File: src/design/ptr_ops_pkg.sv
// Shared constants for the pointer-arithmetic and indexed-address block
package ptr_ops_pkg;
	// Widths
	localparam int PTR_W  = 12;                        // Data address space width
	localparam int IP_W   = 21;                        // Instruction pointer width
	localparam int OPC_W  = 16;                        // Instruction word width
	localparam int LIT6_W = 6;                         // Subtract literal width
	localparam int NPTR   = 3;                         // Number of file select pointers

	// Opcode field positions
	localparam int OPC_HI_MSB  = 15;                   // Upper byte of opcode
	localparam int OPC_HI_LSB  = 8;
	localparam int SEL_MSB     = 7;                    // Pointer select field
	localparam int SEL_LSB     = 6;
	localparam int LIT6_MSB    = 5;                    // 6-bit literal field
	localparam int LIT8_MSB    = 7;                    // 8-bit literal field

	// Opcode encodings
	localparam logic [7:0] OPC_SUB_PTR   = 8'he9;      // Pointer subtract family
	localparam logic [7:0] OPC_PUSH_LIT  = 8'hfa;      // Push literal
	localparam logic [1:0] SEL_RETURN    = 2'h3;       // Subtract-and-return variant
	localparam logic [1:0] SEL_FRAME     = 2'h2;       // Frame pointer index

	// Address resolution
	localparam logic [7:0] INDEX_LIMIT   = 8'h5f;      // Highest offset taken as indexed
	localparam logic [3:0] ACCESS_LOW_BANK  = 4'h0;    // Low half of access bank
	localparam logic [3:0] ACCESS_HIGH_BANK = 4'hf;    // High half of access bank

	// Reset values
	localparam logic [PTR_W-1:0] PTR_RESET = 12'h000;  // Pointer contents after reset
	localparam logic [IP_W-1:0]  IP_RESET  = 21'h000000;

	// Quarter-cycle timing: one instruction cycle is four reference clocks
	localparam int          CLK_PERIOD_NS = 50;        // Reference clock period
	localparam int          INSTR_CYCLE_NS = 200;      // Instruction cycle period
	localparam int          Q_COUNT = INSTR_CYCLE_NS / CLK_PERIOD_NS;
	localparam logic [1:0]  Q1 = 2'h0;                 // Decode quarter
	localparam logic [1:0]  Q4 = 2'(Q_COUNT - 1);      // Write-back quarter

	// Execution states
	typedef enum logic [0:0] {
		ST_RUN,                                        // Normal instruction cycle
		ST_FLUSH                                       // Forced no-operation cycle
	} exec_state_t;
endpackage

File: src/design/addr_resolve_if.sv
// Bundle between the operand-address resolver and its user
`timescale 1ns/1ps
interface addr_resolve_if;
	logic [7:0]                    file_addr;   // Address field of opcode
	logic                          access_bit;  // 0 = access bank, 1 = banked
	logic [3:0]                    bank_sel;    // Bank select register value
	logic [ptr_ops_pkg::PTR_W-1:0] frame_ptr;   // Frame pointer value
	logic                          ext_en;      // Extension enabled
	logic [ptr_ops_pkg::PTR_W-1:0] eff_addr;    // Resolved address
	logic                          indexed;     // Frame-relative form used

	modport requester (output file_addr, access_bit, bank_sel, frame_ptr, ext_en,
		input eff_addr, indexed);
	modport resolver (input file_addr, access_bit, bank_sel, frame_ptr, ext_en,
		output eff_addr, indexed);
endinterface

File: src/design/indexed_offset_pointer_ops.sv
// Extended pointer-arithmetic instructions and indexed operand addressing
`timescale 1ns/1ps
module indexed_offset_pointer_ops (
	input  wire logic                          ref_clk_i,          // 20 MHz reference clock
	input  wire logic                          sys_rst_i,          // Async reset, active high
	input  wire logic                          ext_enable_i,       // Extension configuration bit
	input  wire logic                          instr_valid_i,      // Instruction word present at Q1
	input  wire logic [ptr_ops_pkg::OPC_W-1:0] instr_i,            // Instruction word
	input  wire logic [7:0]                    file_addr_i,        // Operand address field
	input  wire logic                          access_bit_i,       // Access bit of opcode
	input  wire logic                          dest_bit_i,         // Destination select of opcode
	input  wire logic [3:0]                    bank_sel_reg_i,     // Bank select register
	input  wire logic                          ptr_wr_en_i,        // Core writes a pointer
	input  wire logic [1:0]                    ptr_wr_sel_i,       // Which pointer the core writes
	input  wire logic [ptr_ops_pkg::PTR_W-1:0] ptr_wr_data_i,      // Value the core writes
	input  wire logic [ptr_ops_pkg::IP_W-1:0]  return_stack_top_i, // Top of return stack
	output logic [1:0]                         q_phase_o,          // Quarter counter, registered one clock late
	output logic [ptr_ops_pkg::PTR_W-1:0]      ptr0_o,             // File select pointer 0
	output logic [ptr_ops_pkg::PTR_W-1:0]      ptr1_o,             // File select pointer 1
	output logic [ptr_ops_pkg::PTR_W-1:0]      frame_pointer_o,    // File select pointer 2
	output logic [ptr_ops_pkg::PTR_W-1:0]      eff_addr_o,         // Resolved operand address
	output logic                               indexed_o,          // Address was frame-relative
	output logic                               dest_to_file_o,     // 1 = result to file register
	output logic                               ip_load_o,          // Load instruction pointer pulse
	output logic [ptr_ops_pkg::IP_W-1:0]       ip_load_value_o,    // New instruction pointer
	output logic                               stack_pop_o,        // Pop return stack pulse
	output logic                               mem_wr_o,           // Data memory write pulse
	output logic [ptr_ops_pkg::PTR_W-1:0]      mem_wr_addr_o,      // Data memory write address
	output logic [7:0]                         mem_wr_data_o,      // Data memory write data
	output logic                               ext_instr_o,        // Extended instruction decoded
	output logic                               flush_o             // Idle second cycle in progress
);
	////////////////////////////////////////////////////////////////////////////
	// Declarations
	logic [1:0]                          q_r;                          // Quarter counter
	logic                                ext_en_r;                     // Registered extension bit
	logic [ptr_ops_pkg::OPC_W-1:0]       opc_r;                        // Opcode latched at Q1
	logic                                opc_valid_r;                  // Latched opcode is live
	ptr_ops_pkg::exec_state_t            state_r;                      // Run or forced idle
	logic [ptr_ops_pkg::PTR_W-1:0]       ptr_r [ptr_ops_pkg::NPTR];    // Pointer file
	logic [ptr_ops_pkg::PTR_W-1:0]       sub_nxt;                      // Pointer minus literal
	logic [ptr_ops_pkg::PTR_W-1:0]       sel_ptr;                      // Pointer chosen by opcode
	logic [1:0]                          sel_idx;                      // Index of chosen pointer
	logic                                is_sub;                       // Pointer subtract decoded
	logic                                is_sub_ret;                   // Subtract-and-return decoded
	logic                                is_push;                      // Push literal decoded
	logic                                at_q4;                        // Write-back quarter strobe
	addr_resolve_if                      ar ();                        // Resolver bundle

	////////////////////////////////////////////////////////////////////////////
	// Quarter-cycle divider: a slow enable from the reference clock
	always_ff @(posedge ref_clk_i or posedge sys_rst_i) begin
		if (sys_rst_i) begin
			q_r <= ptr_ops_pkg::Q1;
		end else begin
			q_r <= q_r + 2'h1;
		end
	end

	assign at_q4 = (q_r == ptr_ops_pkg::Q4);

	////////////////////////////////////////////////////////////////////////////
	// Configuration bit sampled each clock; defaults to off through reset
	always_ff @(posedge ref_clk_i or posedge sys_rst_i) begin
		if (sys_rst_i) begin
			ext_en_r <= 1'b0;
		end else begin
			ext_en_r <= ext_enable_i;
		end
	end

	////////////////////////////////////////////////////////////////////////////
	// Opcode latch at Q1; a flush cycle refuses the fetched word
	always_ff @(posedge ref_clk_i or posedge sys_rst_i) begin
		if (sys_rst_i) begin
			opc_r       <= 16'h0000;
			opc_valid_r <= 1'b0;
		end else if (q_r == ptr_ops_pkg::Q1) begin
			// Fetched word is discarded while the new pointer takes effect
			opc_r       <= instr_i;
			opc_valid_r <= instr_valid_i && (state_r == ptr_ops_pkg::ST_RUN);
		end else if (at_q4) begin
			opc_valid_r <= 1'b0;
		end
	end

	////////////////////////////////////////////////////////////////////////////
	// Decode; extended forms exist only with the extension on
	always_comb begin
		is_sub     = opc_valid_r && ext_en_r &&
			(opc_r[ptr_ops_pkg::OPC_HI_MSB:ptr_ops_pkg::OPC_HI_LSB] == ptr_ops_pkg::OPC_SUB_PTR);
		is_sub_ret = is_sub &&
			(opc_r[ptr_ops_pkg::SEL_MSB:ptr_ops_pkg::SEL_LSB] == ptr_ops_pkg::SEL_RETURN);
		is_push    = opc_valid_r && ext_en_r &&
			(opc_r[ptr_ops_pkg::OPC_HI_MSB:ptr_ops_pkg::OPC_HI_LSB] == ptr_ops_pkg::OPC_PUSH_LIT);
		// Return variant always works on the frame pointer
		sel_idx = is_sub_ret ? ptr_ops_pkg::SEL_FRAME
			: opc_r[ptr_ops_pkg::SEL_MSB:ptr_ops_pkg::SEL_LSB];
		sel_ptr = ptr_r[sel_idx];
	end

	// Full-width subtract so borrow reaches the high byte
	assign sub_nxt = sel_ptr - {6'h00, opc_r[ptr_ops_pkg::LIT6_MSB:0]};

	////////////////////////////////////////////////////////////////////////////
	// Pointer file: instruction write-back has priority over the core port
	always_ff @(posedge ref_clk_i or posedge sys_rst_i) begin
		if (sys_rst_i) begin
			for (int i = 0; i < ptr_ops_pkg::NPTR; i++) begin
				ptr_r[i] <= ptr_ops_pkg::PTR_RESET;
			end
		end else if (at_q4 && is_sub) begin
			// No status flags are produced by this path
			ptr_r[sel_idx] <= sub_nxt;
		end else if (at_q4 && is_push) begin
			// Decrement wraps within the data space
			ptr_r[ptr_ops_pkg::SEL_FRAME] <= ptr_r[ptr_ops_pkg::SEL_FRAME] - 12'h001;
		end else if (ptr_wr_en_i && (ptr_wr_sel_i != ptr_ops_pkg::SEL_RETURN)) begin
			ptr_r[ptr_wr_sel_i] <= ptr_wr_data_i;
		end
	end

	////////////////////////////////////////////////////////////////////////////
	// Two-cycle return: run, then one whole idle instruction cycle
	always_ff @(posedge ref_clk_i or posedge sys_rst_i) begin
		if (sys_rst_i) begin
			state_r <= ptr_ops_pkg::ST_RUN;
		end else begin
			case (state_r)
				ptr_ops_pkg::ST_RUN: begin
					if (at_q4 && is_sub_ret) begin
						state_r <= ptr_ops_pkg::ST_FLUSH;
					end
				end
				ptr_ops_pkg::ST_FLUSH: begin
					// All four quarters pass with no operation
					if (at_q4) begin
						state_r <= ptr_ops_pkg::ST_RUN;
					end
				end
				default: begin
					state_r <= ptr_ops_pkg::ST_RUN;
				end
			endcase
		end
	end

	////////////////////////////////////////////////////////////////////////////
	// Return: instruction pointer taken from the return stack top
	always_ff @(posedge ref_clk_i or posedge sys_rst_i) begin
		if (sys_rst_i) begin
			ip_load_o       <= 1'b0;
			stack_pop_o     <= 1'b0;
			ip_load_value_o <= ptr_ops_pkg::IP_RESET;
		end else begin
			ip_load_o   <= at_q4 && is_sub_ret;
			stack_pop_o <= at_q4 && is_sub_ret;
			if (at_q4 && is_sub_ret) begin
				ip_load_value_o <= return_stack_top_i;
			end
		end
	end

	////////////////////////////////////////////////////////////////////////////
	// Push literal: write at the frame pointer before it moves
	always_ff @(posedge ref_clk_i or posedge sys_rst_i) begin
		if (sys_rst_i) begin
			mem_wr_o      <= 1'b0;
			mem_wr_addr_o <= ptr_ops_pkg::PTR_RESET;
			mem_wr_data_o <= 8'h00;
		end else begin
			mem_wr_o <= at_q4 && is_push;
			if (at_q4 && is_push) begin
				mem_wr_addr_o <= ptr_r[ptr_ops_pkg::SEL_FRAME];
				mem_wr_data_o <= opc_r[ptr_ops_pkg::LIT8_MSB:0];
			end
		end
	end

	////////////////////////////////////////////////////////////////////////////
	// Operand address resolution for every byte and bit instruction
	assign ar.file_addr  = file_addr_i;
	assign ar.access_bit = access_bit_i;
	assign ar.bank_sel   = bank_sel_reg_i;
	assign ar.frame_ptr  = ptr_r[ptr_ops_pkg::SEL_FRAME];
	assign ar.ext_en     = ext_en_r;

	operand_addr_resolver u_resolver (
		.ar (ar.resolver)
	);

	// Registered every clock, independent of opcode class
	always_ff @(posedge ref_clk_i or posedge sys_rst_i) begin
		if (sys_rst_i) begin
			eff_addr_o     <= ptr_ops_pkg::PTR_RESET;
			indexed_o      <= 1'b0;
			dest_to_file_o <= 1'b0;
		end else begin
			eff_addr_o     <= ar.eff_addr;
			indexed_o      <= ar.indexed;
			dest_to_file_o <= dest_bit_i;
		end
	end

	////////////////////////////////////////////////////////////////////////////
	// Status outputs, all from flops
	always_ff @(posedge ref_clk_i or posedge sys_rst_i) begin
		if (sys_rst_i) begin
			q_phase_o       <= ptr_ops_pkg::Q1;
			ptr0_o          <= ptr_ops_pkg::PTR_RESET;
			ptr1_o          <= ptr_ops_pkg::PTR_RESET;
			frame_pointer_o <= ptr_ops_pkg::PTR_RESET;
			ext_instr_o     <= 1'b0;
			flush_o         <= 1'b0;
		end else begin
			q_phase_o       <= q_r;
			ptr0_o          <= ptr_r[0];
			ptr1_o          <= ptr_r[1];
			frame_pointer_o <= ptr_r[ptr_ops_pkg::SEL_FRAME];
			ext_instr_o     <= is_sub || is_push;
			flush_o         <= (state_r == ptr_ops_pkg::ST_FLUSH);
		end
	end
endmodule

File: src/design/operand_addr_resolver.sv
// Combinational operand address resolver for byte and bit instructions
`timescale 1ns/1ps
module operand_addr_resolver (
	addr_resolve_if.resolver ar
);
	////////////////////////////////////////////////////////////////////////////
	// Resolve direct, banked or frame-relative address
	always_comb begin
		ar.indexed = 1'b0;
		if (ar.access_bit) begin
			// Banked location, same with or without extension
			ar.eff_addr = {ar.bank_sel, ar.file_addr};
		end else if (ar.ext_en && (ar.file_addr <= ptr_ops_pkg::INDEX_LIMIT)) begin
			// Offset added to frame pointer; wraps in data space
			ar.indexed  = 1'b1;
			ar.eff_addr = ar.frame_ptr + {4'h0, ar.file_addr};
		end else if (ar.file_addr <= ptr_ops_pkg::INDEX_LIMIT) begin
			// Low part of access bank
			ar.eff_addr = {ptr_ops_pkg::ACCESS_LOW_BANK, ar.file_addr};
		end else begin
			// High part of access bank keeps direct meaning
			ar.eff_addr = {ptr_ops_pkg::ACCESS_HIGH_BANK, ar.file_addr};
		end
	end
endmodule

File: config.mk
export PLATFORM = sky130hd
export DESIGN_NAME = indexed_offset_pointer_ops
export DESIGN_NICKNAME = d
export VERILOG_FILES = /design/src/design/ptr_ops_pkg.sv /design/src/design/addr_resolve_if.sv /design/src/design/indexed_offset_pointer_ops.sv /design/src/design/operand_addr_resolver.sv
export SDC_FILE = /design/constraint.sdc
export NUM_CORES = 1
export LEC_CHECK = 0
export BUFFER_PORTS_ARGS = -buffer_cell sky130_fd_sc_hd__buf_2
export CAP_MARGIN = 20
export CORE_MARGIN = 2
export CORE_UTILIZATION = 45
export CTS_CLUSTER_SIZE = 30
export DETAILED_ROUTE_END_ITERATION = 16
export PLACE_DENSITY = 0.75
export SETUP_SLACK_MARGIN = 0.02
export SLEW_MARGIN = 30
export SYNTH_ARGS = -nofsm -noshare
export SYNTH_HDL_FRONTEND = slang
export SYNTH_SLANG_ARGS = --single-unit
File: constraint.sdc
create_clock -name ref_clk_i -period 4.1 [get_ports ref_clk_i]
set_clock_uncertainty 0.2 [all_clocks]
set_input_delay 0 -clock ref_clk_i [delete_from_list [all_inputs] [get_ports ref_clk_i]]
set_output_delay 0 -clock ref_clk_i [all_outputs]
set_load 0.005 [all_outputs]
Word level (Yosys, flattened, before mapping) --
Index checks and enable logic that the tools add are counted.
Storage, ports and cells: input port bits 70, register bits 154, word-level logic and storage cells 82
Cells by class: order comparisons 5, reduce and logical (&&, ||, !) cells 18, bitwise gates (word level) 3, add/subtract/negate cells 4, eq/ne operators 6, mux-type cells 24
Operator list (count):
- $mux 12 | 8
- $bwmux 36 | 2
- $mux 36 | 2
- $demux 12 s2 | 2
- $bmux 12 s2 | 1
- $mux 24 | 1
- $eq 8x8->1 const B | 2
- $add 12x8->12 | 1
- $logic_and 1x1->1 | 12
- $sub 12x1->12 const B | 1
- $sub 12x6->12 | 1
- $le 8x7->1 const B | 1
- $ge 3x3->1 const B | 2
- $lt 3x1->1 const B | 2
- $mux 1 | 6
- $not 2->3 | 2
- $eq 2x2->1 const B | 2
- $ne 2x2->1 const B | 2
- $reduce_bool 2->1 | 2
- $reduce_bool 3->1 | 1
- $add 2x1->2 const B | 1
- $logic_not 2->1 | 1
- $mux 2 | 1
- $pmux 1 s2 | 1
- other kinds (3) | 3

Longest topological paths before layout --
Gate-level depths: netlist (run 1).
depth in word-level cells 11, gate-level depth with buffers 15, gate-level depth less buffers 15

Modules after synthesis --
From an unflattened synthesis (run 1), not the netlist that was laid out.
Unflattened totals: cell total of the unflattened synthesis 680, area total of the unflattened synthesis 7121.8 um^2
By module, submodules not included:
- indexed_offset_pointer_ops | times used 1, cells an instance 587, sequential area each 3853.7 um^2, area each 6501.2 um^2
- operand_addr_resolver | times used 1, cells an instance 93, sequential area each 0.0 um^2, area each 620.6 um^2

Worst setup path before layout (run 1) --
No wires, ideal clock.
path type register -> register, from register opc_r[9] in the netlist's numbering, to register ptr_r, in the netlist ar.frame_ptr[6], stages on the path, launching flop included 16, setup time 0.119 ns, data arrival time 2.934 ns, path slack 0.847 ns, path buffers 0, path through dfrtp_1 nor3b_1 nand2_1 o21ai_0 o21ai_0 nand2_1 o221ai_1 ha_1 fa_1 nor2b_1 o31a_1 nor3_1 nor2_1 xnor2_1 o221ai_1 o21a_1
Between the ends: longest elaborated chain between the ends 11
Ends and longest elaborated chain:
- start: declaration | RTL line indexed_offset_pointer_ops.sv:37 | logic [ptr_ops_pkg::OPC_W-1:0] opc_r;
- start signal: assignment | RTL line indexed_offset_pointer_ops.sv:80 | opc_r <= instr_i;
- $eq 8x8->1 | RTL line indexed_offset_pointer_ops.sv:91 | (opc_r[ptr_ops_pkg::OPC_HI_MSB:ptr_ops_pkg::OPC_HI_LSB] == ptr_ops_pkg::OPC_SUB_PTR);
- $logic_and 1x1->1 | RTL line indexed_offset_pointer_ops.sv:90 | is_sub = opc_valid_r && ext_en_r &&
- $logic_and 1x1->1 | RTL line indexed_offset_pointer_ops.sv:92 | is_sub_ret = is_sub &&
- $mux 2 | RTL line indexed_offset_pointer_ops.sv:97 | sel_idx = is_sub_ret ? ptr_ops_pkg::SEL_FRAME
- $not 2->3 (not written as such) | RTL line indexed_offset_pointer_ops.sv:99, indexed_offset_pointer_ops.sv:114
- $bmux 12 s2, or another cell as far along | RTL line indexed_offset_pointer_ops.sv:99 | sel_ptr = ptr_r[sel_idx];
- $mux 12 (not written as such) / $logic_and 1x1->1 (equally long branches) | RTL line indexed_offset_pointer_ops.sv:99, indexed_offset_pointer_ops.sv:114
- $mux 12 (on tied branches) | RTL line indexed_offset_pointer_ops.sv:99, indexed_offset_pointer_ops.sv:114
- $sub 12x6->12 / $demux 12 s2 (equally long branches) | RTL line indexed_offset_pointer_ops.sv:103, indexed_offset_pointer_ops.sv:114
- $bwmux 36 | RTL line indexed_offset_pointer_ops.sv:114 | ptr_r[sel_idx] <= sub_nxt;
- $mux 36 | RTL line indexed_offset_pointer_ops.sv:112 | end else if (at_q4 && is_sub) begin
- end signal: indexed assignment | RTL line indexed_offset_pointer_ops.sv:114
- end signal: indexed assignment | RTL line indexed_offset_pointer_ops.sv:117 | ptr_r[ptr_ops_pkg::SEL_FRAME] <= ptr_r[ptr_ops_pkg::SEL_FRAME] - 12'h001;
- end signal: indexed assignment | RTL line indexed_offset_pointer_ops.sv:119 | ptr_r[ptr_wr_sel_i] <= ptr_wr_data_i;
- end: declaration | RTL line indexed_offset_pointer_ops.sv:40 | logic [ptr_ops_pkg::PTR_W-1:0] ptr_r [ptr_ops_pkg::NPTR];
Several ways; a longest one is shown, not always the timed one. The select of a mux whose other input is x is not followed. A chain may end at the register's enable or synchronous reset.

Worst setup path in the final report (run 1) --
from register opc_r[9] in the netlist's numbering, to register ptr_r, in the netlist ar.frame_ptr[9]
The elaborated chain is that of the path after synthesis.

==> impl_metrics.tcl, run 1 <==
set metrics [dict create \
    cts_buffers 17 \
    synth_area_um2 6950 \
    synth_edf_count 0 \
    drv_cap 0 \
    ios 168 \
    p_total_uw 4240 \
    synthCells 645 \
    syn_area_per_cell_um2 10.8 \
    hold_path_class "in2reg" \
    place.gp.congestion 0.917 \
    wl_per_cell_um 18.3 \
    finalHoldViolations 0 \
    track_usage_pct 25.0 \
    syn_nets 734 \
    grt_pass1_wl_um 31500 \
    synth_seq_cells 154 \
    vdd_drop_max_mv 0.399 \
    start_util_pct 45.9 \
    drc 0 \
    overflow 0 \
    hpwl_um 12800 \
    final_cells 1088 \
    finalSetupViolations 0 \
    synth_top_cell_area_share_pct 55.5 \
    drive_above_1_share_pct 29.2 \
    dp_cells 983 \
    rows 45 \
    diodes 0 \
    clockRootBuffer "clkbuf_16" \
    worst_slew_pin_slew_ns 0.868 \
    rsz0062_at_grt "no" \
    synth_most_common_cell "dfrtp_1" \
    place_area_um2 8000 \
    p_per_area_nw_per_um2 451 \
    tns_ns 0 \
    grt_use_met2_pct 41.0 \
    grt_antenna_before_repair 0 \
    top_usage_layer "met2" \
    min_period_over_period_pct 89.3 \
    drt.antenna.violating_nets 0 \
    dr.pass1.iters 5 \
    async_reset_ff_share_pct 100 \
    ys_seq_area_share_pct 55.5 \
    worstPathRequired_ns 4.23 \
    status "complete, no violations" \
    io_buffers 167 \
    synth_common_cells "dfrtp_1 (154), nand2_1 (104), o21ai_0 (54), mux2_2 (33), nor2_1 (29)" \
    yosysTopAreaCell "dfrtp_1" \
    use_met1_pct 31.0 \
    ys.flop_type "dfrtp_1" \
    cts_num_sinks 154 \
    finalMaxSlewViolations 0 \
    fmax_ghz 0.273 \
    worstPathMaxFanout 6 \
    dieWidth_um 128 \
    rr_startpoint "opc_r[9]$_DFFE_PP0P_" \
    cts_tree "done" \
    crit_arrival_ns 3.79 \
    fin_area_um2 9410 \
    grt_start_max_net_pins 155 \
    met3_usage_pct 6.39 \
    grt_pass1_vias 6183 \
    leakage_uw 0.00444 \
    yosysWarningCount 0 \
    wirelength_um 20000 \
    die_h_um 128 \
    clk_pin_slew_worst_paths_ns 0.06 \
    cts_buffer_depth 2 \
    utilization_pct 62.1 \
    synth_area_leaders "dfrtp_1 (55%), nand2_1 (5.6%), mux2_2 (5.3%)" \
    h-tree-depth 4 \
    routed-via-count 6061 \
    endpoint_kind "register" \
    worstSetupPathType "reg2reg" \
    syn2layout_area_growth_pct 35.4 \
    die-area_um2 16500 \
    crit_path_start_kind "register" \
    relSlewSlack_pct 42.1 \
    min_from "dest_bit_i" \
    vias_per_cell 5.57 \
    drt-initial-drc-count 465 \
    insertion_delay_ns 0.43 \
    final.min_clock_period_ns 3.66 \
    yosysUniqueCellTypes 60 \
    cp-startpoint "opc_r[9]$_DFFE_PP0P_" \
    core_um2 15100 \
    layout.nets 978 \
]
state kept, by name, indices dropped and copies added, names as in the netlist, 8 cells and up:
register / cells
ar.frame_ptr: 12
eff_addr_o: 12
frame_pointer_o: 12
ip_load_value_o: 21
mem_wr_addr_o: 12
mem_wr_data_o: 8
opc_r: 16
ptr0_o: 12
ptr1_o: 12
ptr_r: 24
cell usage in the layout, fill, tap and decap left out, types with 3 or more instances in the layout:
cell and instances:
nor2_1 28, nor2b_1 6, nand3b_1 4, dlygate4sd3_1 75, and3_1 3, o221ai_1 5, a22oi_1 16, o21ai_0 54
nand2_1 104, mux2i_1 5, o22ai_1 10, xor2_1 8, nand2b_1 8, mux2_2 33, buf_2 167, nand3_1 12
a21o_1 4, o211ai_1 9, inv_1 20, a31oi_1 8, buf_4 16, bufinv_16 6, a221oi_1 3, a21oi_1 19
clkbuf_16 17, ha_1 17, clkinvlp_4 3, o21a_1 4, nor3_1 8, xnor2_1 17, dfrtp_1 154, nand4_1 6
power by group:
group,switching [uW],internal [uW],leakage [uW]
clock network,623,1130,0.000312
registers,133,1670,0.00189
logic,352,334,0.00223
total,1110,3130,0.00444
path summary, 6_finish.rpt:
check	depth (start not counted)	slack [ns]	to
worst max-delay path	14	0.44	ar.frame_ptr[9]$_DFFE_PP0P_
worst min register to register	0	0.20	q_phase_o[0]$_DFF_PP0_
min in group asynchronous	4	0.10	state_r$_DFF_PP0_
worst max register to register	14	0.44	ar.frame_ptr[9]$_DFFE_PP0P_
worst min-delay path	2	0.006	dest_to_file_o$_DFF_PP0_
max in group asynchronous	4	2.90	eff_addr_o[8]$_DFF_PP0_
layout make-up:
cell class / count / area, um2
Clock buffer: 18 / 429
Clock inverter: 12 / 223
Fill cell: 1199 / 5740
Inverter: 22 / 86.3
Multi-Input combinational cell: 435 / 2860
Sequential cell: 154 / 3850
Tap cell: 188 / 235
Timing Repair Buffer: 259 / 1730
routing by layer:
layer | wire length [um] | vias to the layer above
met5 | 17 | -
met4 | 600 | 2
met3 | 1530 | 49
met2 | 9530 | 292
met1 | 8270 | 2955
li1 | - | 2763
critical path: stages (launching register included):
cell	delay, ns
dfrtp_1	0.41
nor3b_1	0.42
nand2_1	0.12
o21ai_0	0.17
buf_4	0.17
o21ai_0	0.08
a21oi_1	0.23
ha_1	0.28
nand2b_1	0.10
a21oi_1	0.10
o41ai_1	0.48
nand4_1	0.25
xnor2_1	0.35
o211ai_2	0.10
o21a_1	0.10
through the flow:
stage / setup WS [ns] / hold WS, ns
2_1_floorplan: 0.847 / -0.169
3_3_place_gp: 0.588 / -0.0866
3_5_place_dp: 0.508 / -0.0849
4_1_cts: 0.467 / 0.00395
5_1_grt: 0.0796 / 0.0355
6_report: 0.437 / 0.00602
cells by family (layout without fill, tap and decap cells):
family | count (synthesis) | after routing | synth area share (%)
XOR/XNOR | 25 | 25 | 3.15
AND/OR/NAND/NOR | 199 | 199 | 13.5
AO/OA/AOI/OAI | 154 | 154 | 14.3
adder cells (fa/ha/maj) | 19 | 19 | 3.64
flip-flops | 154 | 154 | 55.5
buffers and inverters | 56 | 311 | 3.82
multiplexers | 38 | 38 | 6.07
timing repair:
| item | 4_1_cts | 5_1_grt |
|---|---|---|
| hold endpoints to repair | 242 | 0 |
| setup buffers | 0 | 0 |
| gates resized for setup | 0 | 0 |
| hold buffers | 75 | 0 |
Note: power is estimated with default switching activity, not from simulation.
==> inputs of run 2 (changes only) <==
Settings changed: PLACE_DENSITY 0.75 to 0.72.
Clock period 4.1 ns to 3.9 ns, I/O delays scaled along.
==> impl_metrics.tcl, run 2 (synthesis results as in run 1) <==
set metrics [dict create \
    grt_pass1_vias 6243 \
    routed-via-count 5936 \
    hold_path_class "in2reg" \
    min_from "instr_i[8]" \
    fmax_ghz 0.290 \
    final.min_clock_period_ns 3.45 \
    largest_reg_flops 24 \
    grt_start_max_net_pins 79 \
    whs_endpoint "opc_r[8]$_DFFE_PP0P_" \
    io_buffers 167 \
    die_h_um 128 \
    holdPathStages 3 \
    post_cts_buffers 0 \
    layout_common_cells "buf_2 (167), dfrtp_1 (154), nand2_1 (104)" \
    clk_pin_slew_worst_paths_ns 0.07 \
    place_area_um2 8010 \
    die-area_um2 16500 \
    finalSetupViolations 0 \
    drv_cap 0 \
    p_per_area_nw_per_um2 454 \
    regMostFlops "ptr_r" \
    r2r_cells 16 \
    worstSetupPathType "reg2reg" \
    regToRegSetupSlack_ns 0.45 \
    finalMaxSlewViolations 0 \
    dieWidth_um 128 \
    drive_above_1_share_pct 29.5 \
    crit_path_start_kind "register" \
    drt-initial-drc-count 477 \
    overflow 0 \
    rsz0062_at_grt "no" \
    hpwl_um 12600 \
    fin_area_um2 9430 \
    drt.antenna.violating_nets 0 \
    wl_per_cell_um 17.7 \
    finalHoldViolations 0 \
    dr.pass1.iters 5 \
    core_um2 15100 \
    final_common_cell "buf_2" \
    ios 168 \
    start_util_pct 45.9 \
    cts_buffer_depth 2 \
    drc 0 \
    tns_ns 0 \
    cts_tree "done" \
    reg.largest.list "ptr_r: 24 flops, ip_load_value_o: 21 flops, opc_r: 16 flops" \
    rr_startpoint "ar.ext_en$_DFF_PP0_" \
    clockRootBuffer "clkbuf_16" \
    worstPathMaxFanout 6 \
    grt_antenna_before_repair 0 \
    rows 45 \
    diodes 0 \
    reg2reg_to "ar.frame_ptr[6]$_DFFE_PP0P_" \
    status "complete, no violations" \
    syn2layout_area_growth_pct 35.6 \
    vias_per_cell 5.42 \
    cts_num_sinks 154 \
    wirelength_um 19400 \
    crit_arrival_ns 3.57 \
    insertion_delay_ns 0.43 \
    worst_slew_pin_slew_ns 0.807 \
    endpoint_kind "register" \
    worstPathRequired_ns 4.01 \
    h-tree-depth 4 \
    min_period_over_period_pct 88.6 \
    leakage_uw 0.00444 \
    cts_buffers 17 \
    layout.nets 984 \
    grt_pass1_wl_um 31500 \
    place.gp.congestion 0.899 \
    vdd_drop_max_mv 0.292 \
    fin_hold_ws_ns 0.139 \
    relSlewSlack_pct 46.2 \
    track_usage_pct 24.8 \
]
[run 2: cell count changes in the layout (fill, tap and decap cells not counted), sizes merged]
cell	previous run	this run
dlygate4sd3	75	79
bufinv	6	2
clkinv	4	3
clkbuf	18	21
buf	184	186
clkinvlp	3	6
[run 2: critical path: stages (launching register included)]
cell and delay (ns):
dfrtp_1 0.49, and3_1 0.26, nand2_1 0.08, o21ai_0 0.15
buf_4 0.16, o21ai_0 0.09, nand2_1 0.08, o221ai_1 0.12
ha_1 0.23, fa_1 0.40, nor2b_1 0.17, o31a_1 0.17
nor3_1 0.07, nor2_1 0.17, xnor2_1 0.19, o221ai_1 0.17
o21a_1 0.12
[run 2: per-stage QoR]
stage	utilization [%]	worst slack (ns)	std cells	total power, uW
floorplan	-	0.647	645	2310
global placement	52.9	0.497	984	2550
detailed placement	52.9	0.363	984	2560
CTS	62.0	0.345	1093	4290
global route	62.2	0.142	1095	4490
finish	62.2	0.446	1095	4280
[run 2: what timing repair did]
item	4_1_cts	5_1_grt
setup endpoints to repair	0	3
endpoints found under the hold margin	127	11
resized for setup	0	1
hold buffers	78	1
[run 2: worst max-delay path by stage]
stage	depth (start not counted)	slack, ns	startpoint	to
final	16	0.45	ar.ext_en$_DFF_PP0_	ar.frame_ptr[6]$_DFFE_PP0P_
after detailed placement	16	0.36	opc_r[9]$_DFFE_PP0P_	ar.frame_ptr[6]$_DFFE_PP0P_
after global placement	16	0.50	opc_r[9]$_DFFE_PP0P_	ar.frame_ptr[6]$_DFFE_PP0P_
after CTS	16	0.34	opc_r[9]$_DFFE_PP0P_	ar.frame_ptr[6]$_DFFE_PP0P_
after floorplan	15	0.65	opc_r[9]$_DFFE_PP0P_	ar.frame_ptr[6]$_DFFE_PP0P_
after global routing	15	0.14	ar.ext_en$_DFF_PP0_	ptr_r[23]$_DFFE_PP0P_
[run 2: cell type report]
| cell class | instances | area [um2] |
|---|---|---|
| sequential | 154 | 3850 |
| timing repair buffer | 265 | 1790 |
| clock inverter | 10 | 116 |
| multi-input combinational | 435 | 2860 |
| fill | 1201 | 5720 |
| inverter | 22 | 86.3 |
| clock buffer | 21 | 480 |
| tap | 188 | 235 |
[run 2: metal layers]
layer | GRT usage (%) | part of all wire, %
met5 | 0 | 0
met4 | 11.5 | 3.0
met2 | 39.8 | 47
met1 | 31.4 | 42
met3 | 6.72 | 8.0
[run 2: power by group]
group / switching [uW] / internal (uW)
clock network: 655 / 1010
registers: 140 / 1750
logic: 366 / 361
total: 1160 / 3120
